[src/design/hcir_pkg.sv]
// Purpose: shared constants of the host cpu interface register set
// Assumes: byte offsets, one aligned 32-bit word per register
// Notes: masks keep reserved bits at zero inside the register cells
package hcir_pkg;
   localparam int HCIR_NREG = 21;
   localparam int HCIR_DW = 32;
   localparam int HCIR_AW = 8;
   localparam int HCIR_IW = 5;
   // direct fifo port address
   localparam logic [7:0] HCIR_FIFO_ADDR = 8'hff;
   // byte offsets, index order follows the register map
   localparam logic [7:0] HCIR_OFF [HCIR_NREG] = '{
      8'h00, 8'h04, 8'h08, 8'h0c, 8'h10, 8'h14, 8'h18,
      8'h1c, 8'h20, 8'h24, 8'h28, 8'h2c, 8'h30, 8'h34,
      8'h38, 8'h3c, 8'h40, 8'h44, 8'h48, 8'h4c, 8'h50};
   // implemented bits of each register
   localparam logic [31:0] HCIR_MASK [HCIR_NREG] = '{
      32'hffffffff, 32'hffffffff, 32'hffffffff, 32'hffffffff,
      32'hffffffff, 32'hffffffff, 32'hffffffff, 32'hffffffff,
      32'hffffffff, 32'h0000000f, 32'h00000007, 32'hffffffff,
      32'hffffffff, 32'h000000ff, 32'h0000ffff, 32'h0000ffff,
      32'h000000ff, 32'hffffffff, 32'hffffffff, 32'h000000ff,
      32'h00000003};
   // bit i set: register i written by the host processor
   localparam logic [HCIR_NREG-1:0] HCIR_HOSTW = 21'h1c0545;
   // bit i set: register i used in host mode only
   localparam logic [HCIR_NREG-1:0] HCIR_HOSTONLY = 21'h0ffec4;
   localparam logic [31:0] HCIR_RESET = 32'h00000000;
   // register indices used by the logic
   localparam logic [4:0] IDX_COMMAND = 5'h00;
   localparam logic [4:0] IDX_CMD_TAG = 5'h02;
   localparam logic [4:0] IDX_TARGET = 5'h06;
   localparam logic [4:0] IDX_ENDPOINT = 5'h08;
   localparam logic [4:0] IDX_USB_EP = 5'h09;
   localparam logic [4:0] IDX_PKT_KIND = 5'h0a;
   localparam logic [4:0] IDX_PROTOCOL = 5'h0d;
   localparam logic [4:0] IDX_MAKER = 5'h0e;
   localparam logic [4:0] IDX_PART = 5'h0f;
   localparam logic [4:0] IDX_HUB_ADDR = 5'h10;
   localparam logic [4:0] IDX_PKT_SIZE = 5'h12;
   localparam logic [4:0] IDX_RETRY = 5'h13;
   localparam logic [4:0] IDX_XFR_MODE = 5'h14;
   // packet kind field codes
   typedef enum logic [2:0] {
      toggle_unspecified = 3'h0,
      toggle_zero = 3'h1,
      toggle_one = 3'h2,
      setup_kind = 3'h3
   } hcir_kind_t;
   // transfer mode field codes
   localparam logic [1:0] HCIR_MODE_DMA = 2'h1;
   localparam logic [1:0] HCIR_MODE_FIFO = 2'h2;
   // control pin vector positions after synchronising
   localparam int CP_CS = 0;
   localparam int CP_RD = 1;
   localparam int CP_WR = 2;
   localparam int CP_ACK = 3;
   localparam int CP_CLKSEL = 4;
   localparam int CP_W = 5;
endpackage

[src/design/hcir_sync.sv]
// Purpose: two-flop synchroniser for pin inputs
// Assumes: each bit is an independent level
// Notes: first stage is read only by the second stage
`timescale 1ns/100ps
module hcir_sync #(
   parameter int W = 1,
   parameter logic [W-1:0] INIT = '0
) (
   input wire logic ref_clk,
   input wire logic sys_rst,
   input wire logic [W-1:0] pin,
   output logic [W-1:0] sync
);
   logic [W-1:0] meta_q;
   // double flop against metastability
   always_ff @(posedge ref_clk or posedge sys_rst) begin
      if (sys_rst) begin
         meta_q <= INIT;
         sync <= INIT;
      end else begin
         meta_q <= pin;
         sync <= meta_q;
      end
   end
endmodule

[src/design/hcir_regcell.sv]
// Purpose: one 32-bit interface register with a single writer
// Assumes: both write strobes are one-cycle pulses on ref_clk
// Notes: reserved bits are masked off and always read zero
`timescale 1ns/100ps
module hcir_regcell
   import hcir_pkg::*;
#(
   parameter logic [31:0] MASK = 32'hffffffff,
   parameter bit HOSTW = 1'b1
) (
   input wire logic ref_clk,
   input wire logic sys_rst,
   input wire logic host_we,
   input wire logic usb_we,
   input wire logic [31:0] host_wdata,
   input wire logic [31:0] usb_wdata,
   output logic [31:0] value_q
);
   logic [31:0] value_d;
   // only the owning processor may change the cell
   assign value_d = HOSTW ? (host_wdata & MASK)
                          : (usb_wdata & MASK);
   always_ff @(posedge ref_clk or posedge sys_rst) begin
      if (sys_rst) begin
         value_q <= HCIR_RESET;
      end else if (HOSTW ? host_we : usb_we) begin
         value_q <= value_d;
      end
   end
endmodule

[src/design/hcir_regs.sv]
// Purpose: host cpu interface register set with fifo and dma port
// Assumes: host pins asynchronous to ref_clk, strobes held >= 4 clocks
// Notes: usb processor side runs on ref_clk and needs no crossing
//
// Summary of operation
// - registers are 32 bits, word aligned
// - reads without permission return zero
// - writes without permission are ignored
// - memory mapped, 32-bit data, 8-bit address
// - dma slave via request and acknowledge
// - usb-written registers are read-only to host
// - 21 registers from 0x00 to 0x50
// - host-only registers apply in host mode
// - endpoint number in bits 3:0
// - packet kind codes zero, one, setup
// - code 00 means toggle tracked internally
// - protocol code in bits 7:0
// - maker and part ids in bits 15:0
// - hub address in bits 7:0
// - retry count low byte per transaction
// - registers read zero after reset
// - clock select high uses crystal input clock
// - transfer mode 01 dma, 02 direct fifo
// - address 0xff is the direct fifo port
`timescale 1ns/100ps
module hcir_regs
   import hcir_pkg::*;
(
   input wire logic ref_clk,
   input wire logic sys_rst,
   input wire logic [hcir_pkg::HCIR_AW-1:0] host_addr,
   input wire logic [hcir_pkg::HCIR_DW-1:0] host_data_in,
   output logic [hcir_pkg::HCIR_DW-1:0] host_data_out,
   output logic host_data_oe_n,
   input wire logic host_cs_n,
   input wire logic host_rd_n,
   input wire logic host_wr_n,
   output logic dma_req,
   input wire logic dma_ack_n,
   input wire logic clk_sel,
   output logic clk_from_crystal,
   input wire logic host_mode,
   input wire logic usb_wr,
   input wire logic [hcir_pkg::HCIR_IW-1:0] usb_idx,
   input wire logic [hcir_pkg::HCIR_DW-1:0] usb_wdata,
   output logic fifo_push,
   output logic fifo_pop,
   output logic [hcir_pkg::HCIR_DW-1:0] fifo_wdata,
   input wire logic [hcir_pkg::HCIR_DW-1:0] fifo_rdata,
   input wire logic fifo_ready,
   input wire logic txn_done,
   output logic data_toggle,
   output logic cmd_issued,
   output logic [31:0] host_command,
   output logic [31:0] host_command_tag,
   output logic [31:0] host_target_address,
   output logic [3:0] host_endpoint_number,
   output logic [2:0] packet_kind,
   output logic [31:0] packet_size,
   output logic [7:0] retry_limit,
   output logic [1:0] transfer_mode_select
);
   import hcir_pkg::*;

   logic [CP_W-1:0] ctl_s;
   logic [CP_W-1:0] ctl_p_q;
   logic [HCIR_AW-1:0] addr_s;
   logic [HCIR_DW-1:0] wdat_s;
   logic [31:0] regs [HCIR_NREG];
   logic [HCIR_NREG-1:0] hit;
   logic [HCIR_NREG-1:0] perm;
   logic [31:0] rd_chain [HCIR_NREG+1];
   logic sel_n;
   logic rd_low;
   logic wr_fall;
   logic rd_fall;
   logic dma_on;
   logic fifo_sel;
   logic reg_wr;
   logic reg_rd;
   logic [31:0] rdata_q;
   logic [31:0] rdata_d;
   logic [31:0] fdata_q;
   logic push_q;
   logic pop_q;
   logic req_q;
   logic cmd_q;
   logic tog_q;
   logic tog_d;
   logic tgl_out_q;
   logic tgl_out_d;
   logic strap_q;
   logic strap_done_q;
   logic [1:0] strap_wait_q;
   logic [2:0] kind;
   logic [1:0] mode;

   // pin inputs cross into ref_clk before any decode
   hcir_sync #(.W(CP_W), .INIT(5'h0f)) u_sync_ctl (
      .ref_clk(ref_clk),
      .sys_rst(sys_rst),
      .pin({clk_sel, dma_ack_n, host_wr_n, host_rd_n, host_cs_n}),
      .sync(ctl_s)
   );

   hcir_sync #(.W(HCIR_AW + HCIR_DW), .INIT(40'h0)) u_sync_bus (
      .ref_clk(ref_clk),
      .sys_rst(sys_rst),
      .pin({host_addr, host_data_in}),
      .sync({addr_s, wdat_s})
   );

   // previous synchronised value for edge detection
   always_ff @(posedge ref_clk or posedge sys_rst) begin
      if (sys_rst) begin
         ctl_p_q <= 5'h0f;
      end else begin
         ctl_p_q <= ctl_s;
      end
   end

   // strobe decode; dma acknowledge overrides address decode
   assign sel_n = ctl_s[CP_CS];
   assign dma_on = ~ctl_s[CP_ACK];
   assign wr_fall = ~ctl_s[CP_WR] & ctl_p_q[CP_WR] & ~sel_n;
   assign rd_fall = ~ctl_s[CP_RD] & ctl_p_q[CP_RD] & ~sel_n;
   assign rd_low = ~ctl_s[CP_RD] & ~sel_n;
   assign fifo_sel = dma_on | (addr_s == HCIR_FIFO_ADDR);
   assign reg_wr = wr_fall & ~fifo_sel;
   assign reg_rd = rd_fall & ~fifo_sel;

   // one decoded cell per register, offsets from the map
   genvar gi;
   generate
      for (gi = 0; gi < HCIR_NREG; gi++) begin : g_reg
         assign hit[gi] = (addr_s == HCIR_OFF[gi]);
         // host-only registers vanish in function mode
         assign perm[gi] = host_mode | ~HCIR_HOSTONLY[gi];
         assign rd_chain[gi+1] = rd_chain[gi] |
            ((hit[gi] & perm[gi]) ? regs[gi] : 32'h0);
         hcir_regcell #(
            .MASK(HCIR_MASK[gi]),
            .HOSTW(HCIR_HOSTW[gi])
         ) u_cell (
            .ref_clk(ref_clk),
            .sys_rst(sys_rst),
            .host_we(reg_wr & hit[gi] & perm[gi]),
            .usb_we(usb_wr & (usb_idx == 5'(gi))),
            .host_wdata(wdat_s),
            .usb_wdata(usb_wdata),
            .value_q(regs[gi])
         );
      end
   endgenerate
   assign rd_chain[0] = 32'h0;

   // read data: fifo word or decoded register, zero otherwise
   assign rdata_d = fifo_sel ? fifo_rdata : rd_chain[HCIR_NREG];

   // read capture and fifo strobes
   always_ff @(posedge ref_clk or posedge sys_rst) begin
      if (sys_rst) begin
         rdata_q <= 32'h0;
         fdata_q <= 32'h0;
         push_q <= 1'b0;
         pop_q <= 1'b0;
      end else begin
         if (rd_fall) begin
            rdata_q <= rdata_d;
         end
         if (wr_fall & fifo_sel) begin
            fdata_q <= wdat_s;
         end
         push_q <= wr_fall & fifo_sel;
         pop_q <= rd_fall & fifo_sel;
      end
   end

   // data pins driven while chip select and read are low
   assign host_data_out = rdata_q;
   assign host_data_oe_n = ~rd_low;
   assign fifo_push = push_q;
   assign fifo_pop = pop_q;
   assign fifo_wdata = fdata_q;

   // field views of the host-written registers
   assign kind = regs[IDX_PKT_KIND][2:0];
   assign mode = regs[IDX_XFR_MODE][1:0];
   assign host_command = regs[IDX_COMMAND];
   assign host_command_tag = regs[IDX_CMD_TAG];
   assign host_target_address = regs[IDX_TARGET];
   assign host_endpoint_number = regs[IDX_ENDPOINT][3:0];
   assign packet_kind = kind;
   assign packet_size = regs[IDX_PKT_SIZE];
   assign retry_limit = regs[IDX_RETRY][7:0];
   assign transfer_mode_select = mode;

   // dma request only in dma mode; dropped during acknowledge
   always_ff @(posedge ref_clk or posedge sys_rst) begin
      if (sys_rst) begin
         req_q <= 1'b0;
      end else begin
         req_q <= (mode == HCIR_MODE_DMA) & fifo_ready
                  & ~dma_on;
      end
   end
   assign dma_req = req_q;

   // pulse telling the engine a new command was written
   always_ff @(posedge ref_clk or posedge sys_rst) begin
      if (sys_rst) begin
         cmd_q <= 1'b0;
      end else begin
         cmd_q <= reg_wr & hit[IDX_COMMAND];
      end
   end
   assign cmd_issued = cmd_q;

   // tracked toggle follows each completed transaction;
   // an explicit code reseeds it so the next packet alternates
   always_comb begin
      tog_d = tog_q;
      tgl_out_d = tog_q;
      case (kind)
         toggle_unspecified: begin
            tgl_out_d = tog_q;
            if (txn_done) begin
               tog_d = ~tog_q;
            end
         end
         toggle_zero: begin
            tgl_out_d = 1'b0;
            if (txn_done) begin
               tog_d = 1'b1;
            end
         end
         toggle_one: begin
            tgl_out_d = 1'b1;
            if (txn_done) begin
               tog_d = 1'b0;
            end
         end
         setup_kind: begin
            tgl_out_d = 1'b0;
            if (txn_done) begin
               tog_d = 1'b1;
            end
         end
         default: begin
            tgl_out_d = tog_q;
         end
      endcase
   end

   always_ff @(posedge ref_clk or posedge sys_rst) begin
      if (sys_rst) begin
         tog_q <= 1'b0;
         tgl_out_q <= 1'b0;
      end else begin
         tog_q <= tog_d;
         tgl_out_q <= tgl_out_d;
      end
   end
   assign data_toggle = tgl_out_q;

   // clock source strap caught once after reset release; the sync
   // flops sit in reset too, so wait until the pin has passed them;
   // the analogue clock mux itself sits outside this block
   always_ff @(posedge ref_clk or posedge sys_rst) begin
      if (sys_rst) begin
         strap_q <= 1'b0;
         strap_done_q <= 1'b0;
         strap_wait_q <= 2'h0;
      end else if (!strap_done_q) begin
         strap_wait_q <= {strap_wait_q[0], 1'b1};
         strap_q <= ctl_s[CP_CLKSEL];
         strap_done_q <= strap_wait_q[1];
      end
   end
   assign clk_from_crystal = strap_q;

   // checks next to the logic they guard
   a_unmapped_zero: assert property (
      @(posedge ref_clk) disable iff (sys_rst)
      (reg_rd & ~|(hit & perm)) |=> (host_data_out == 32'h0))
      else $error("unmapped read returned nonzero data");

   a_ro_write_kept: assert property (
      @(posedge ref_clk) disable iff (sys_rst)
      (reg_wr & hit[IDX_HUB_ADDR] & ~usb_wr)
      |=> $stable(regs[IDX_HUB_ADDR]))
      else $error("host write changed a usb-written register");

   a_usb_ep_mask: assert property (
      @(posedge ref_clk) disable iff (sys_rst)
      regs[IDX_USB_EP][31:4] == 28'h0)
      else $error("endpoint reserved bits not zero");

   a_usb_write_lands: assert property (
      @(posedge ref_clk) disable iff (sys_rst)
      (usb_wr & (usb_idx == IDX_PROTOCOL))
      |=> (regs[IDX_PROTOCOL] == ($past(usb_wdata) & 32'hff)))
      else $error("usb write to protocol code lost");

   a_id_width: assert property (
      @(posedge ref_clk) disable iff (sys_rst)
      (regs[IDX_MAKER][31:16] == 16'h0) &&
      (regs[IDX_PART][31:16] == 16'h0))
      else $error("identifier upper bits not zero");

   a_fifo_push: assert property (
      @(posedge ref_clk) disable iff (sys_rst)
      (wr_fall & (addr_s == HCIR_FIFO_ADDR))
      |=> (fifo_push && fifo_wdata == $past(wdat_s)) ##1 !fifo_push)
      else $error("direct fifo write did not push once");

   a_fifo_pop: assert property (
      @(posedge ref_clk) disable iff (sys_rst)
      (rd_fall & (addr_s == HCIR_FIFO_ADDR))
      |=> fifo_pop && (host_data_out == $past(fifo_rdata)))
      else $error("direct fifo read did not pop");

   a_dma_mode: assert property (
      @(posedge ref_clk) disable iff (sys_rst)
      dma_req |-> ($past(mode) == HCIR_MODE_DMA) && $past(fifo_ready))
      else $error("dma request outside dma mode");

   a_toggle_track: assert property (
      @(posedge ref_clk) disable iff (sys_rst)
      (kind == toggle_unspecified && txn_done && !usb_wr
       && !reg_wr) ##1 (kind == toggle_unspecified)
      |-> ##1 (data_toggle != $past(data_toggle)))
      else $error("internal toggle did not advance");

   a_func_hidden: assert property (
      @(posedge ref_clk) disable iff (sys_rst)
      (reg_rd & hit[IDX_RETRY] & ~host_mode)
      |=> (host_data_out == 32'h0))
      else $error("host-only register visible in function mode");

   a_retry_read: assert property (
      @(posedge ref_clk) disable iff (sys_rst)
      (reg_wr & hit[IDX_RETRY] & host_mode)
      |=> (retry_limit == $past(wdat_s[7:0])))
      else $error("retry count not taken");

   a_strap_hold: assert property (
      @(posedge ref_clk) disable iff (sys_rst)
      $past(strap_done_q) |-> $stable(clk_from_crystal))
      else $error("clock source changed after reset");
endmodule

[config.mk]
export PLATFORM = sky130hd
export DESIGN_NAME = hcir_regs
export DESIGN_NICKNAME = d
export VERILOG_FILES = /design/src/design/hcir_pkg.sv /design/src/design/hcir_sync.sv /design/src/design/hcir_regcell.sv /design/src/design/hcir_regs.sv
export SDC_FILE = /design/constraint.sdc
export NUM_CORES = 1
export LEC_CHECK = 0
export ABC_AREA = 1
export BUFFER_PORTS_ARGS = -buffer_cell sky130_fd_sc_hd__buf_2
export CAP_MARGIN = 30
export CORE_UTILIZATION = 30
export CTS_CLUSTER_SIZE = 10
export DETAILED_ROUTE_END_ITERATION = 8
export GPL_TIMING_DRIVEN = 0
export PLACE_DENSITY_LB_ADDON = 0.3
export SYNTH_ARGS = -nofsm -noshare
export SYNTH_HDL_FRONTEND = slang
export SYNTH_SLANG_ARGS = --single-unit
export TNS_END_PERCENT = 20
[constraint.sdc]
create_clock -name ref_clk -period 53.4 [get_ports ref_clk]
set_input_delay 10.68 -clock ref_clk [delete_from_list [all_inputs] [get_ports ref_clk]]
set_output_delay 10.68 -clock ref_clk [all_outputs]
set_load 0.01 [all_outputs]
Word-level counts from Yosys, hierarchy flattened
Index checks and enable logic that the tools add are counted.
{"block": "word_totals", "in_bits": 120, "out_inout_bits": 216, "regBits": 648, "elab_cells": 189}
{"block": "op_classes", "reduce_logical": 5, "n_eq_ne": 41, "n_bitwise": 78, "n_mux": 28}
{"cell": "32-bit two-way mux", "count": 14}
{"cell": "32-bit bitwise OR", "count": 12}
{"cell": "32-bit by 8-bit bitwise OR with 32-bit output", "count": 3}
{"cell": "8-bit by 6-bit equality test with 1-bit output (second input constant)", "count": 8}
{"cell": "32-bit by 16-bit bitwise OR with 32-bit output", "count": 2}
{"cell": "1-bit bitwise AND", "count": 50}
{"cell": "8-bit by 7-bit equality test with 1-bit output (second input constant)", "count": 5}
{"cell": "8-bit by 5-bit equality test with 1-bit output (second input constant)", "count": 4}
{"cell": "16-bit two-way mux", "count": 2}
{"cell": "32-bit by 2-bit bitwise OR with 32-bit output", "count": 1}
{"cell": "32-bit by 3-bit bitwise OR with 32-bit output", "count": 1}
{"cell": "32-bit by 4-bit bitwise OR with 32-bit output", "count": 1}
{"cell": "5-bit by 4-bit equality test with 1-bit output (second input constant)", "count": 6}
{"cell": "8-bit two-way mux", "count": 3}
{"cell": "8-bit by 4-bit equality test with 1-bit output (second input constant)", "count": 2}
{"cell": "5-bit by 3-bit equality test with 1-bit output (second input constant)", "count": 3}
{"cell": "5-bit equality test (second input constant)", "count": 2}
{"cell": "8-bit by 3-bit equality test with 1-bit output (second input constant)", "count": 1}
{"cell": "8-bit equality test (second input constant)", "count": 1}
{"cell": "8-bit logical NOT", "count": 1}
{"cell": "1-bit inverter", "count": 7}
{"cell": "3-bit by 2-bit equality test with 1-bit output (second input constant)", "count": 2}
{"cell": "5-bit by 1-bit equality test with 1-bit output (second input constant)", "count": 1}
{"cell": "5-bit by 2-bit equality test with 1-bit output (second input constant)", "count": 1}
{"cell": "15 further kinds", "count": 19}

Longest topological paths before layout
Gate-level depths: netlist (run 1).
{"block": "logic_depth", "word_depth": 23, "mapped_depth": 15, "depth_no_buf": 14}

Modules after synthesis
Synthesis (run 1) repeated with hierarchy kept, for this count alone.
{"block": "hier_totals", "cells_unflattened": 4244, "hier_area_um2": 32408.6}
{"module": "hcir_regcell at g_reg[0].u_cell ...", "instances": 13, "area_per_inst_um2": 1296.2, "cells_per_inst": 137, "seq_area_each_um2": 800.8}
{"module": "hcir_regs", "instances": 1, "area_per_inst_um2": 9251.4, "cells_per_inst": 1887, "seq_area_each_um2": 1904.3}
{"module": "hcir_sync at u_sync_bus", "instances": 1, "area_per_inst_um2": 2005.7, "cells_per_inst": 81, "seq_area_each_um2": 2001.9}
{"module": "hcir_regcell at g_reg[14].u_cell ...", "instances": 2, "area_per_inst_um2": 772.0, "cells_per_inst": 86, "seq_area_each_um2": 400.4}
{"module": "hcir_regcell at g_reg[13].u_cell ...", "instances": 3, "area_per_inst_um2": 493.0, "cells_per_inst": 60, "seq_area_each_um2": 200.2}
{"module": "hcir_regcell at g_reg[9].u_cell", "instances": 1, "area_per_inst_um2": 366.6, "cells_per_inst": 47, "seq_area_each_um2": 100.1}
{"module": "hcir_regcell at g_reg[10].u_cell", "instances": 1, "area_per_inst_um2": 337.8, "cells_per_inst": 44, "seq_area_each_um2": 75.1}
{"module": "hcir_regcell at g_reg[20].u_cell", "instances": 1, "area_per_inst_um2": 309.0, "cells_per_inst": 41, "seq_area_each_um2": 50.0}
{"module": "hcir_sync at u_sync_ctl", "instances": 1, "area_per_inst_um2": 264.0, "cells_per_inst": 11, "seq_area_each_um2": 260.2}

Worst setup path after synthesis (run 1)
Ideal clock, no wire load.
{"block": "synth_timing", "kind": "input to register", "from": "input usb_idx[1] in the netlist's numbering", "to": "register g_reg[14].u_cell.value_q[4]", "required_ns": 53.267, "n_path_buf": 2, "arrival_ns": 11.670, "setup_ns": 0.133, "slack_ns": 41.597, "path_stages": 6, "path_cell_list": "inv_1 or4_1 clkbuf_1 clkbuf_1 nand2_1 o21ai_0"}
{"block": "synth_between", "elab_chain_cells": 2}
{"element": "from (decl)", "line_no": "hcir_regs.sv:44", "source": "input wire logic [hcir_pkg::HCIR_IW-1:0] usb_idx,"}
{"element": "5-bit by 4-bit equality test with 1-bit output", "line_no": "hcir_regs.sv:148", "source": ".usb_we(usb_wr & (usb_idx == 5'(gi))),"}
{"element": "1-bit bitwise AND", "line_no": "hcir_regs.sv:148"}
{"element": "to (signal assigned)", "line_no": "hcir_regcell.sv:27", "source": "value_q <= value_d;"}
{"element": "to (decl)", "line_no": "hcir_regcell.sv:17", "source": "output logic [31:0] value_q"}
No other way between the ends.
A chain may end at the register's enable or synchronous reset.

Worst setup path in the final report (run 1)
{"block": "layout_timing", "from": "input host_mode", "to": "register rdata_q[10], in the netlist host_data_out[10]"}
{"block": "layout_between", "elab_chain_cells": 22, "elab_cells_between_ends": 38, "cone_classes": "mux: 10; bitwise: 28"}
{"element": "from (decl)", "line_no": "hcir_regs.sv:42", "source": "input wire logic host_mode,"}
{"element": "1-bit bitwise AND", "line_no": "hcir_regs.sv:140", "source": "((hit[gi] & perm[gi]) ? regs[gi] : 32'h0);"}
{"element": "32-bit two-way mux", "line_no": "hcir_regs.sv:140"}
{"element": "32-bit bitwise OR (7 in a row)", "line_no": "hcir_regs.sv:139", "source": "assign rd_chain[gi+1] = rd_chain[gi] |"}
{"element": "32-bit by 4-bit bitwise OR with 32-bit output", "line_no": "hcir_regs.sv:139"}
{"element": "32-bit by 3-bit bitwise OR with 32-bit output", "line_no": "hcir_regs.sv:139"}
{"element": "32-bit bitwise OR (2 in a row)", "line_no": "hcir_regs.sv:139"}
{"element": "32-bit by 8-bit bitwise OR with 32-bit output", "line_no": "hcir_regs.sv:139"}
{"element": "32-bit by 16-bit bitwise OR with 32-bit output (2 in a row)", "line_no": "hcir_regs.sv:139"}
{"element": "32-bit by 8-bit bitwise OR with 32-bit output", "line_no": "hcir_regs.sv:139"}
{"element": "32-bit bitwise OR", "line_no": "hcir_regs.sv:139"}
{"element": "32-bit bitwise OR *", "line_no": "hcir_regs.sv:139"}
{"element": "32-bit by 8-bit bitwise OR with 32-bit output *", "line_no": "hcir_regs.sv:139"}
{"element": "32-bit by 2-bit bitwise OR with 32-bit output *", "line_no": "hcir_regs.sv:139"}
{"element": "32-bit two-way mux *", "line_no": "hcir_regs.sv:158", "source": "assign rdata_d = fifo_sel ? fifo_rdata : rd_chain[HCIR_NREG];"}
{"element": "to (signal assigned)", "line_no": "hcir_regs.sv:169", "source": "rdata_q <= rdata_d;"}
{"element": "to (decl)", "line_no": "hcir_regs.sv:81", "source": "logic [31:0] rdata_q;"}
Mark *: on every way between the ends. The rest lies on a longest branch, timed or not.

==> metrics.md, run 1 <==
| Metric | Value |
|---|---|
| Status | `completed` |
| Cell count after synthesis | `2,997` |
| Post-CTS Setup Bufs | `0` |
| Final setup fails | `0` |
| Max_slew headroom | `32.10%` |
| Post-route ant nets | `0` |
| Worst setup EP type | `flip-flop` |
| Synth top cells by count | `nand2_1 (1,103), dfrtp_1 (637), o21ai_0 (466), nor2_1 (212), inv_1 (131)` |
| Yosys reg bits | `647` |
| Worst-Skew Late Latency | `0.63 ns` |
| Minimum clock period | `12.50 ns` |
| Dpl hpwl | `80,560 um` |
| Die area | `0.08877 mm2` |
| Total negative setup slack | `0 ns` |
| Final period util | `23.41%` |
| Reg clk slew, reported paths | `0.06 ns` |
| Final Hold Viols | `0` |
| Measured slew at the worst slew-check pin | `1.018 ns` |
| Number of DRC markers in iteration 0 | `2,495` |
| Deepest clock path buffer count | `3` |
| Top cells by area, synth | `dfrtp_1 (61%), nand2_1 (16%), o21ai_0 (8.9%)` |
| Post-synth EDFFs | `0` |
| P&R area growth vs syn | `21.41%` |
| Die H | `297.9 um` |
| Gpl congestion | `0.8892` |
| Residual DRC | `0` |
| Yosys top cell area share | `60.67%` |
| Fraction of layout cells with a size suffix above 1 | `16.21%` |
| Number of fill cells | `9,125` |
| H-tree lvl count | `3` |
| Final setup skew | `0.01812 ns` |
| Vias in the first global route | `22.51k` |
| Vias post-DR | `23.30k` |
| GRT Overall Usage | `24.99%` |
| Critical-path maximum fanout | `10` |
| CTS tree | `done` |
| Critical path arrival | `13.07 ns` |
| I/O pins | `336` |
| Netlist cell types | `34` |
| DR WL/cell | `24.24 um` |
| Number of buffers created by CTS | `80` |
| Post-Syn Area per Cell | `8.767 um2` |
| Largest net degree at the start of global routing | `122` |
| Grt total ovfl | `0` |
| Initial antenna violation count | `6` |
| Pleak | `16.08 nW` |
| Vias/cell | `5.037` |
| CTS Hold Bufs | `0` |
| Max cap viols | `0` |
| Post_cts resized | `0` |
| Final Non-Filler Cells | `4,626` |
| Setup CP Type | `input pin to flip-flop` |
| DIE WIDTH | `297.9 um` |
| Synth warnings | `0` |
| Hold Path Class | `flip-flop to flip-flop` |
| RSZ-0062 raised after global routing | `false` |
| Async set or reset register ratio after synthesis | `100.0%` |
| First-pass GRT wire length | `160,400 um` |
| Starting density of the core | `30.29%` |
| Pwr dens | `37.18 mW/mm2` |
| Total clock sinks | `647` |
| Pre-antenna DRT Iters | `6` |
| Post-Synthesis Cell Area | `0.02627 mm2` |
| Max VDD drop | `26.06 uV` |
| Drt total wl | `112,100 um` |
| Sequential fraction of the synthesis area | `61.67%` |
| Pins Over Slew Limit | `0` |
| Top-count cell post-synth | `nand2_1` |
| Row cnt | `108` |
| Crit start category | `input pin` |
| Root Driver | `clkbuf_16` |
| Port bufs | `335` |
| Dpl cells | `4,492` |
| Post-synth top area cell | `dfrtp_1` |
| Fmax | `79.99 MHz` |
| Main synth FF type | `dfrtp_1` |
| CORE AREA | `0.08675 mm2` |
| Mapped Nets | `3,117` |
| Final nets | `3,539` |
| Critical path required time | `53.97 ns` |
## final timing paths
kind                                       start             endpoint  cells past startpoint  slack, ns
max in group asynchronous                sys_rst    host_data_out[25]                      5      41.13
setup reg to reg              u_sync_ctl.sync[1]    host_data_out[31]                      7      49.55
setup / recovery                       host_mode    host_data_out[10]                      9      40.90
min in group asynchronous                sys_rst     host_data_out[4]                      2      10.07
hold / removal             u_sync_bus.meta_q[28]  u_sync_bus.sync[28]                      0       0.34
hold reg to reg            u_sync_bus.meta_q[28]  u_sync_bus.sync[28]                      0       0.34
## metrics by stage
stage	power, mW	utilization, %	cell area, um2	hold slack, ns	worst slack [ns]
6_report	1.186	36.77	31900	0.3365	40.90
5_1_grt	1.232	36.76	31890	0.3476	40.88
4_1_cts	1.194	36.76	31890	0.3434	41.08
3_5_place_dp	0.6859	34.05	29540	0.3347	40.40
3_3_place_gp	0.6823	33.88	29400	0.3320	16.40
2_1_floorplan	0.6401	-	26270	0.3312	24.61
## area by class of cell
type | count | area [um2] | share of cell area [%]
sequential | 647 | 16200 | 50.79
multi-input combinational | 2054 | 8817 | 27.64
clock buffer | 113 | 2156 | 6.758
timing repair buffer | 340 | 1814 | 5.687
tap | 1155 | 1445 | 4.530
buffer | 158 | 733.2 | 2.298
inverter | 138 | 528.0 | 1.655
clock inverter | 18 | 195.2 | 0.6119
antenna | 3 | 7.507 | 0.02353
## kinds of logic (layout without fill, tap and decap cells)
group,Yosys count,after routing,synth area share [%]
buffers and inverters,296,767,4.772
flip-flops,647,647,61.67
multiplexers,1,1,0.04286
AND/OR/NAND/NOR,1452,1452,21.83
AO/OA/AOI/OAI,601,601,11.68
other,0,3,0
## per-layer routing
layer,GRT usage (%),up-vias,share of wire [%]
met1,33.40,11550,42
met3,5.790,216,8.8
met4,10.73,6,4.5
met2,38.70,1069,45
li1,-,10460,-
met5,0,-,0.039
## power by group
group	internal (mW)	switching, mW
Clock	0.290	0.217
Combinational	0.0357	0.0638
Sequential	0.548	0.0314
Total	0.874	0.312
## layout by cell type (no fill, tap or decap), types with 2 or more instances in the layout
cell type  netlist  routed
dfrtp_1        637     637
clkbuf_1        81     111
nand2_2          6       6
inv_2            6       6
a22oi_1          5       5
buf_4           10      10
and3_1           5       5
o21ai_0        466     466
o21ai_1         38      38
nand3b_1         7       7
nor2_4           3       3
inv_6            0       4
clkbuf_2         3       3
inv_1          131     130
clkbuf_8         0       3
buf_16           0       5
o21bai_1         2       2
buf_2           61     396
bufinv_16        0       2
diode_2          0       3
dfstp_2         10      10
nand4_1         26      26
nand3_1         70      70
clkinv_2         0       7
nor3b_1          2       2
buf_6            3       3
clkbuf_16        0      80
nand2_1       1103    1103
a21oi_1         63      63
o22ai_1         25      25
clkinv_8         0       3
nor2_1         212     212
nor2_2          13      13
## sequential cells by signal, summed over array words and instances, names as in the netlist
name / cells
host_data_out: 32
fifo_pop: 1
cmd_issued: 1
tog_q: 1
clk_from_crystal: 1
data_toggle: 1
dma_req: 1
u_sync_ctl.meta_q: 5
g.u_cell.value_q: 481
strap_wait_q: 2
fifo_wdata: 32
u_sync_bus.sync: 40
ctl_p_q: 2
strap_done_q: 1
u_sync_ctl.sync: 5
fifo_push: 1
u_sync_bus.meta_q: 40
## critical path, stage by stage
cell,delay [ns]
buf_2,0.13
nand4_1,0.25
nor2_4,0.69
buf_2,0.64
nand2_1,0.22
nand2_1,0.10
nand3b_1,0.11
nor2_1,0.11
nor2_1,0.10
(Power assumes the default switching activity.)
==> run 2, diff against run 1 <==
Settings changed: ABC_AREA 1 to 0.
Clock period 53.4 ns to 11.87 ns, I/O delays scaled along.
==> run 2 against run 1 <==
Net effect:
- synthesized area grew 4.6%
- sequential share of layout area shrank 2.2 points
- final area rose by 4.6%
- core utilization increased by 0.14 points
- count of clock-buffer cells in the layout down 19
- hold slack worse by 0.013 ns
- die area rose by 4.5%
- clock skew rose by 0.018 ns
- largest cell class unchanged
- highest routed layer unchanged
==> metrics.md, run 2 <==
| Metric | Value |
|---|---|
| Post-Syn Area per Cell | `14.07 um2 (+60%)` |
| Pre-CTS WS | `6.368 ns (-34.03 ns)` |
| Post-synth EDFFs | `0 (unchanged)` |
| Root Driver | `clkbuf_16` |
| DIE WIDTH | `304.6 um (+2.2%)` |
| H-tree lvl count | `3 (unchanged)` |
| Final period util | `41.89%` |
| I/O pins | `336 (unchanged)` |
| Post-route ant nets | `0 (unchanged)` |
| Top cells by area, synth | `dfrtp_1 (58%), mux2_2 (22%), mux2i_1 (2.3%)` |
| Measured slew at the worst slew-check pin | `1.148 ns (+0.1292 ns)` |
| Setup CP Type | `input pin to flip-flop` |
| Most used cell along the critical path | `buf_2` |
| Total clock sinks | `647 (unchanged)` |
| Cell count after synthesis | `1,953 (-35%)` |
| Vias post-DR | `20.17k (-13%)` |
| Final Hold Viols | `0 (unchanged)` |
| Grt total ovfl | `0 (unchanged)` |
| Deepest clock path buffer count | `3 (unchanged)` |
| Setup slack after layout | `6.898 ns (-34.00 ns)` |
| Port bufs | `326 (-2.7%)` |
| Pwr Total | `5.401 mW (+360%)` |
| CTS tree | `done` |
| Pleak | `15.55 nW (-3.3%)` |
| Vias/cell | `5.603 (+11%)` |
| Initial antenna violation count | `12 (+6)` |
| Mapped Nets | `2,073 (-33%)` |
| First-pass GRT wire length | `162,100 um (+1.0%)` |
| Yosys top cell area share | `58.03% (-2.6 points)` |
| Residual DRC | `0 (unchanged)` |
| Top-count cell post-synth | `dfrtp_1` |
| Reg clk slew, reported paths | `0.05 ns (about the same)` |
| DR WL/cell | `32.13 um (+33%)` |
| Async set or reset register ratio after synthesis | `100.0% (unchanged)` |
| Starting density of the core | `30.38% (+0.095 points)` |
| Final setup skew | `0.03624 ns (+0.01812 ns)` |
| Number of buffers created by CTS | `76 (-5.0%)` |
| Die H | `304.6 um (+2.2%)` |
| Sequential fraction of the synthesis area | `58.98% (-2.7 points)` |
| Post-synth top area cell | `dfrtp_1` |
| Max cap viols | `0 (unchanged)` |
| Pwr dens | `161.8 mW/mm2 (+340%)` |
| Row cnt | `110 (+1.9%)` |
| Finished layout cell area | `0.03337 mm2 (+4.6%)` |
| Max VDD drop | `95.06 uV (+260%)` |
| Pre-antenna DRT Iters | `7 (+1)` |
| Main synth FF type | `dfrtp_1` |
| Biggest register | `g.u_cell.value_q` |
| Max_slew headroom | `22.42% (-9.7 points)` |
| Final setup fails | `0 (unchanged)` |
| Final nets | `2,517 (-29%)` |
| Fmax | `201.1 MHz` |
| Number of DRC markers in iteration 0 | `1,982 (-21%)` |
| Critical-path maximum fanout | `10 (unchanged)` |
| GRT Overall Usage | `24.66% (-0.32 points)` |
| RSZ-0062 raised after global routing | `false` |
| Vias in the first global route | `20.89k (-7.2%)` |
| Total negative setup slack | `0 ns (unchanged)` |
| CORE AREA | `0.09042 mm2 (+4.2%)` |
| Post-CTS Setup Bufs | `0 (unchanged)` |
| Hold Path Class | `flip-flop to flip-flop` |
| Max FFs per register | `481 (unchanged)` |
| Worst setup EP type | `flip-flop` |
| Netlist cell types | `75 (+120%)` |
| Critical path required time | `12.39 ns (-41.58 ns)` |
| Crit start category | `input pin` |
| Synth warnings | `0 (unchanged)` |
| Fraction of layout cells with a size suffix above 1 | `45.97% (+30 points)` |
| Commonest non-fill, non-tap cell in the layout | `dfrtp_1` |
| Slowest CP cell | `nand4bb_1` |
| CP Buf/Inv Count | `4 (+2)` |
| Status | `completed` |
| Drt total wl | `115,700 um (+3.1%)` |
| Peak per-stage delay on the critical path | `0.59 ns (-0.10 ns)` |
| CTS Hold Bufs | `0 (unchanged)` |
| Worst-Skew Late Latency | `0.64 ns (about the same)` |
| Die area | `0.09278 mm2 (+4.5%)` |
| Critical path cell sequence | `buf_2, nand4bb_1, nor2_1, buf_4, buf_2, buf_2, a32oi_1, a31oi_1` |
| Synth top cells by count | `dfrtp_1 (637), mux2_2 (528), mux2i_1 (62), buf_2 (55)` |
| Post-Synthesis Cell Area | `0.02747 mm2 (+4.6%)` |
| Critical path arrival | `5.50 ns (-7.57 ns)` |
| Yosys reg bits | `647 (unchanged)` |
| Dpl hpwl | `84,360 um (+4.7%)` |
| Largest net degree at the start of global routing | `46 (-62%)` |
| Minimum clock period | `4.972 ns` |
| Most frequent cells in the layout | `dfrtp_1 (637), mux2_2 (528), buf_2 (383)` |
| Top flop regs | `g.u_cell.value_q (481), u_sync_bus.meta_q (40), u_sync_bus.sync (40)` |
| Gpl congestion | `0.9501 (+6.8%)` |
| Crit-path leading delay family | `buffers and inverters` |
| Placed Area | `0.03117 mm2 (+5.5%)` |
| Post_cts resized | `0 (unchanged)` |
| Number of fill cells | `8,645 (-5.3%)` |
| Pins Over Slew Limit | `0 (unchanged)` |
| P&R area growth vs syn | `21.49% (about the same)` |
## run 2: power breakdown
| part | internal [mW] | switching [mW] |
|---|---|---|
| Combinational | 0.298 | 0.322 |
| Sequential | 2.48 | 0.152 |
| Clock | 1.23 | 0.919 |
## run 2: cells by family (layout without fill, tap and decap cells)
kind of cell | Yosys count | in the layout | share of synthesized area (%)
flip-flops | 647 | 647 | 58.98
multiplexers | 594 | 594 | 24.07
AO/OA/AOI/OAI | 325 | 325 | 8.799
AND/OR/NAND/NOR | 230 | 230 | 5.165
buffers and inverters | 157 | 623 | 2.988
other | 0 | 5 | 0
## run 2: per-stage QoR
step | utilization, % | hold WS, ns | instances
after global placement | 33.82 | 0.3317 | 3455
after CTS | 36.85 | 0.3318 | 3592
after detailed placement | 34.47 | 0.3347 | 3492
after floorplan | - | 0.3312 | 1953
final | 36.91 | 0.3238 | 3600
after global routing | 36.90 | 0.3454 | 3596
## run 2: final cells by class
class | instances | area, um2 | share of cell area, %
buffer | 148 | 787.0 | 2.358
antenna | 5 | 12.51 | 0.03749
sequential | 647 | 16200 | 48.55
multi-input combinational | 1149 | 10460 | 31.33
clock inverter | 6 | 85.08 | 0.2549
inverter | 9 | 37.54 | 0.1125
timing repair buffer | 366 | 2258 | 6.767
tap | 1176 | 1471 | 4.409
clock buffer | 94 | 2064 | 6.186
## run 2: final timing paths
| path | startpoint | endpoint | slack [ns] | cells after the start |
|---|---|---|---|---|
| max in group asynchronous | sys_rst | g_reg[12].u_cell.value_q[21] | 8.08 | 8 |
| hold / removal | u_sync_bus.meta_q[0] | u_sync_bus.sync[0] | 0.32 | 0 |
| setup reg to reg | ctl_p_q[1] | host_data_out[1] | 8.19 | 8 |
| setup / recovery | host_mode | host_data_out[17] | 6.90 | 8 |
| min in group asynchronous | sys_rst | g_reg[2].u_cell.value_q[11] | 1.81 | 2 |
| hold reg to reg | u_sync_bus.meta_q[0] | u_sync_bus.sync[0] | 0.32 | 0 |
## run 2: metal layers
| metal | share of wire [%] | GRT usage, % |
|---|---|---|
| met5 | 0.069 | 0 |
| met4 | 5.3 | 12.79 |
| met3 | 8.1 | 5.897 |
| met2 | 46 | 39.14 |
| met1 | 40 | 31.22 |
## run 2: worst reg2reg max path, stage by stage (launching register included)
cell       delay [ns]
dfstp_2          0.50
nor3b_2          0.57
o211ai_1         0.57
buf_6            0.31
clkbuf_1         0.29
buf_8            0.26
a2111oi_0        0.69
buf_2            0.28
a21oi_1          0.08
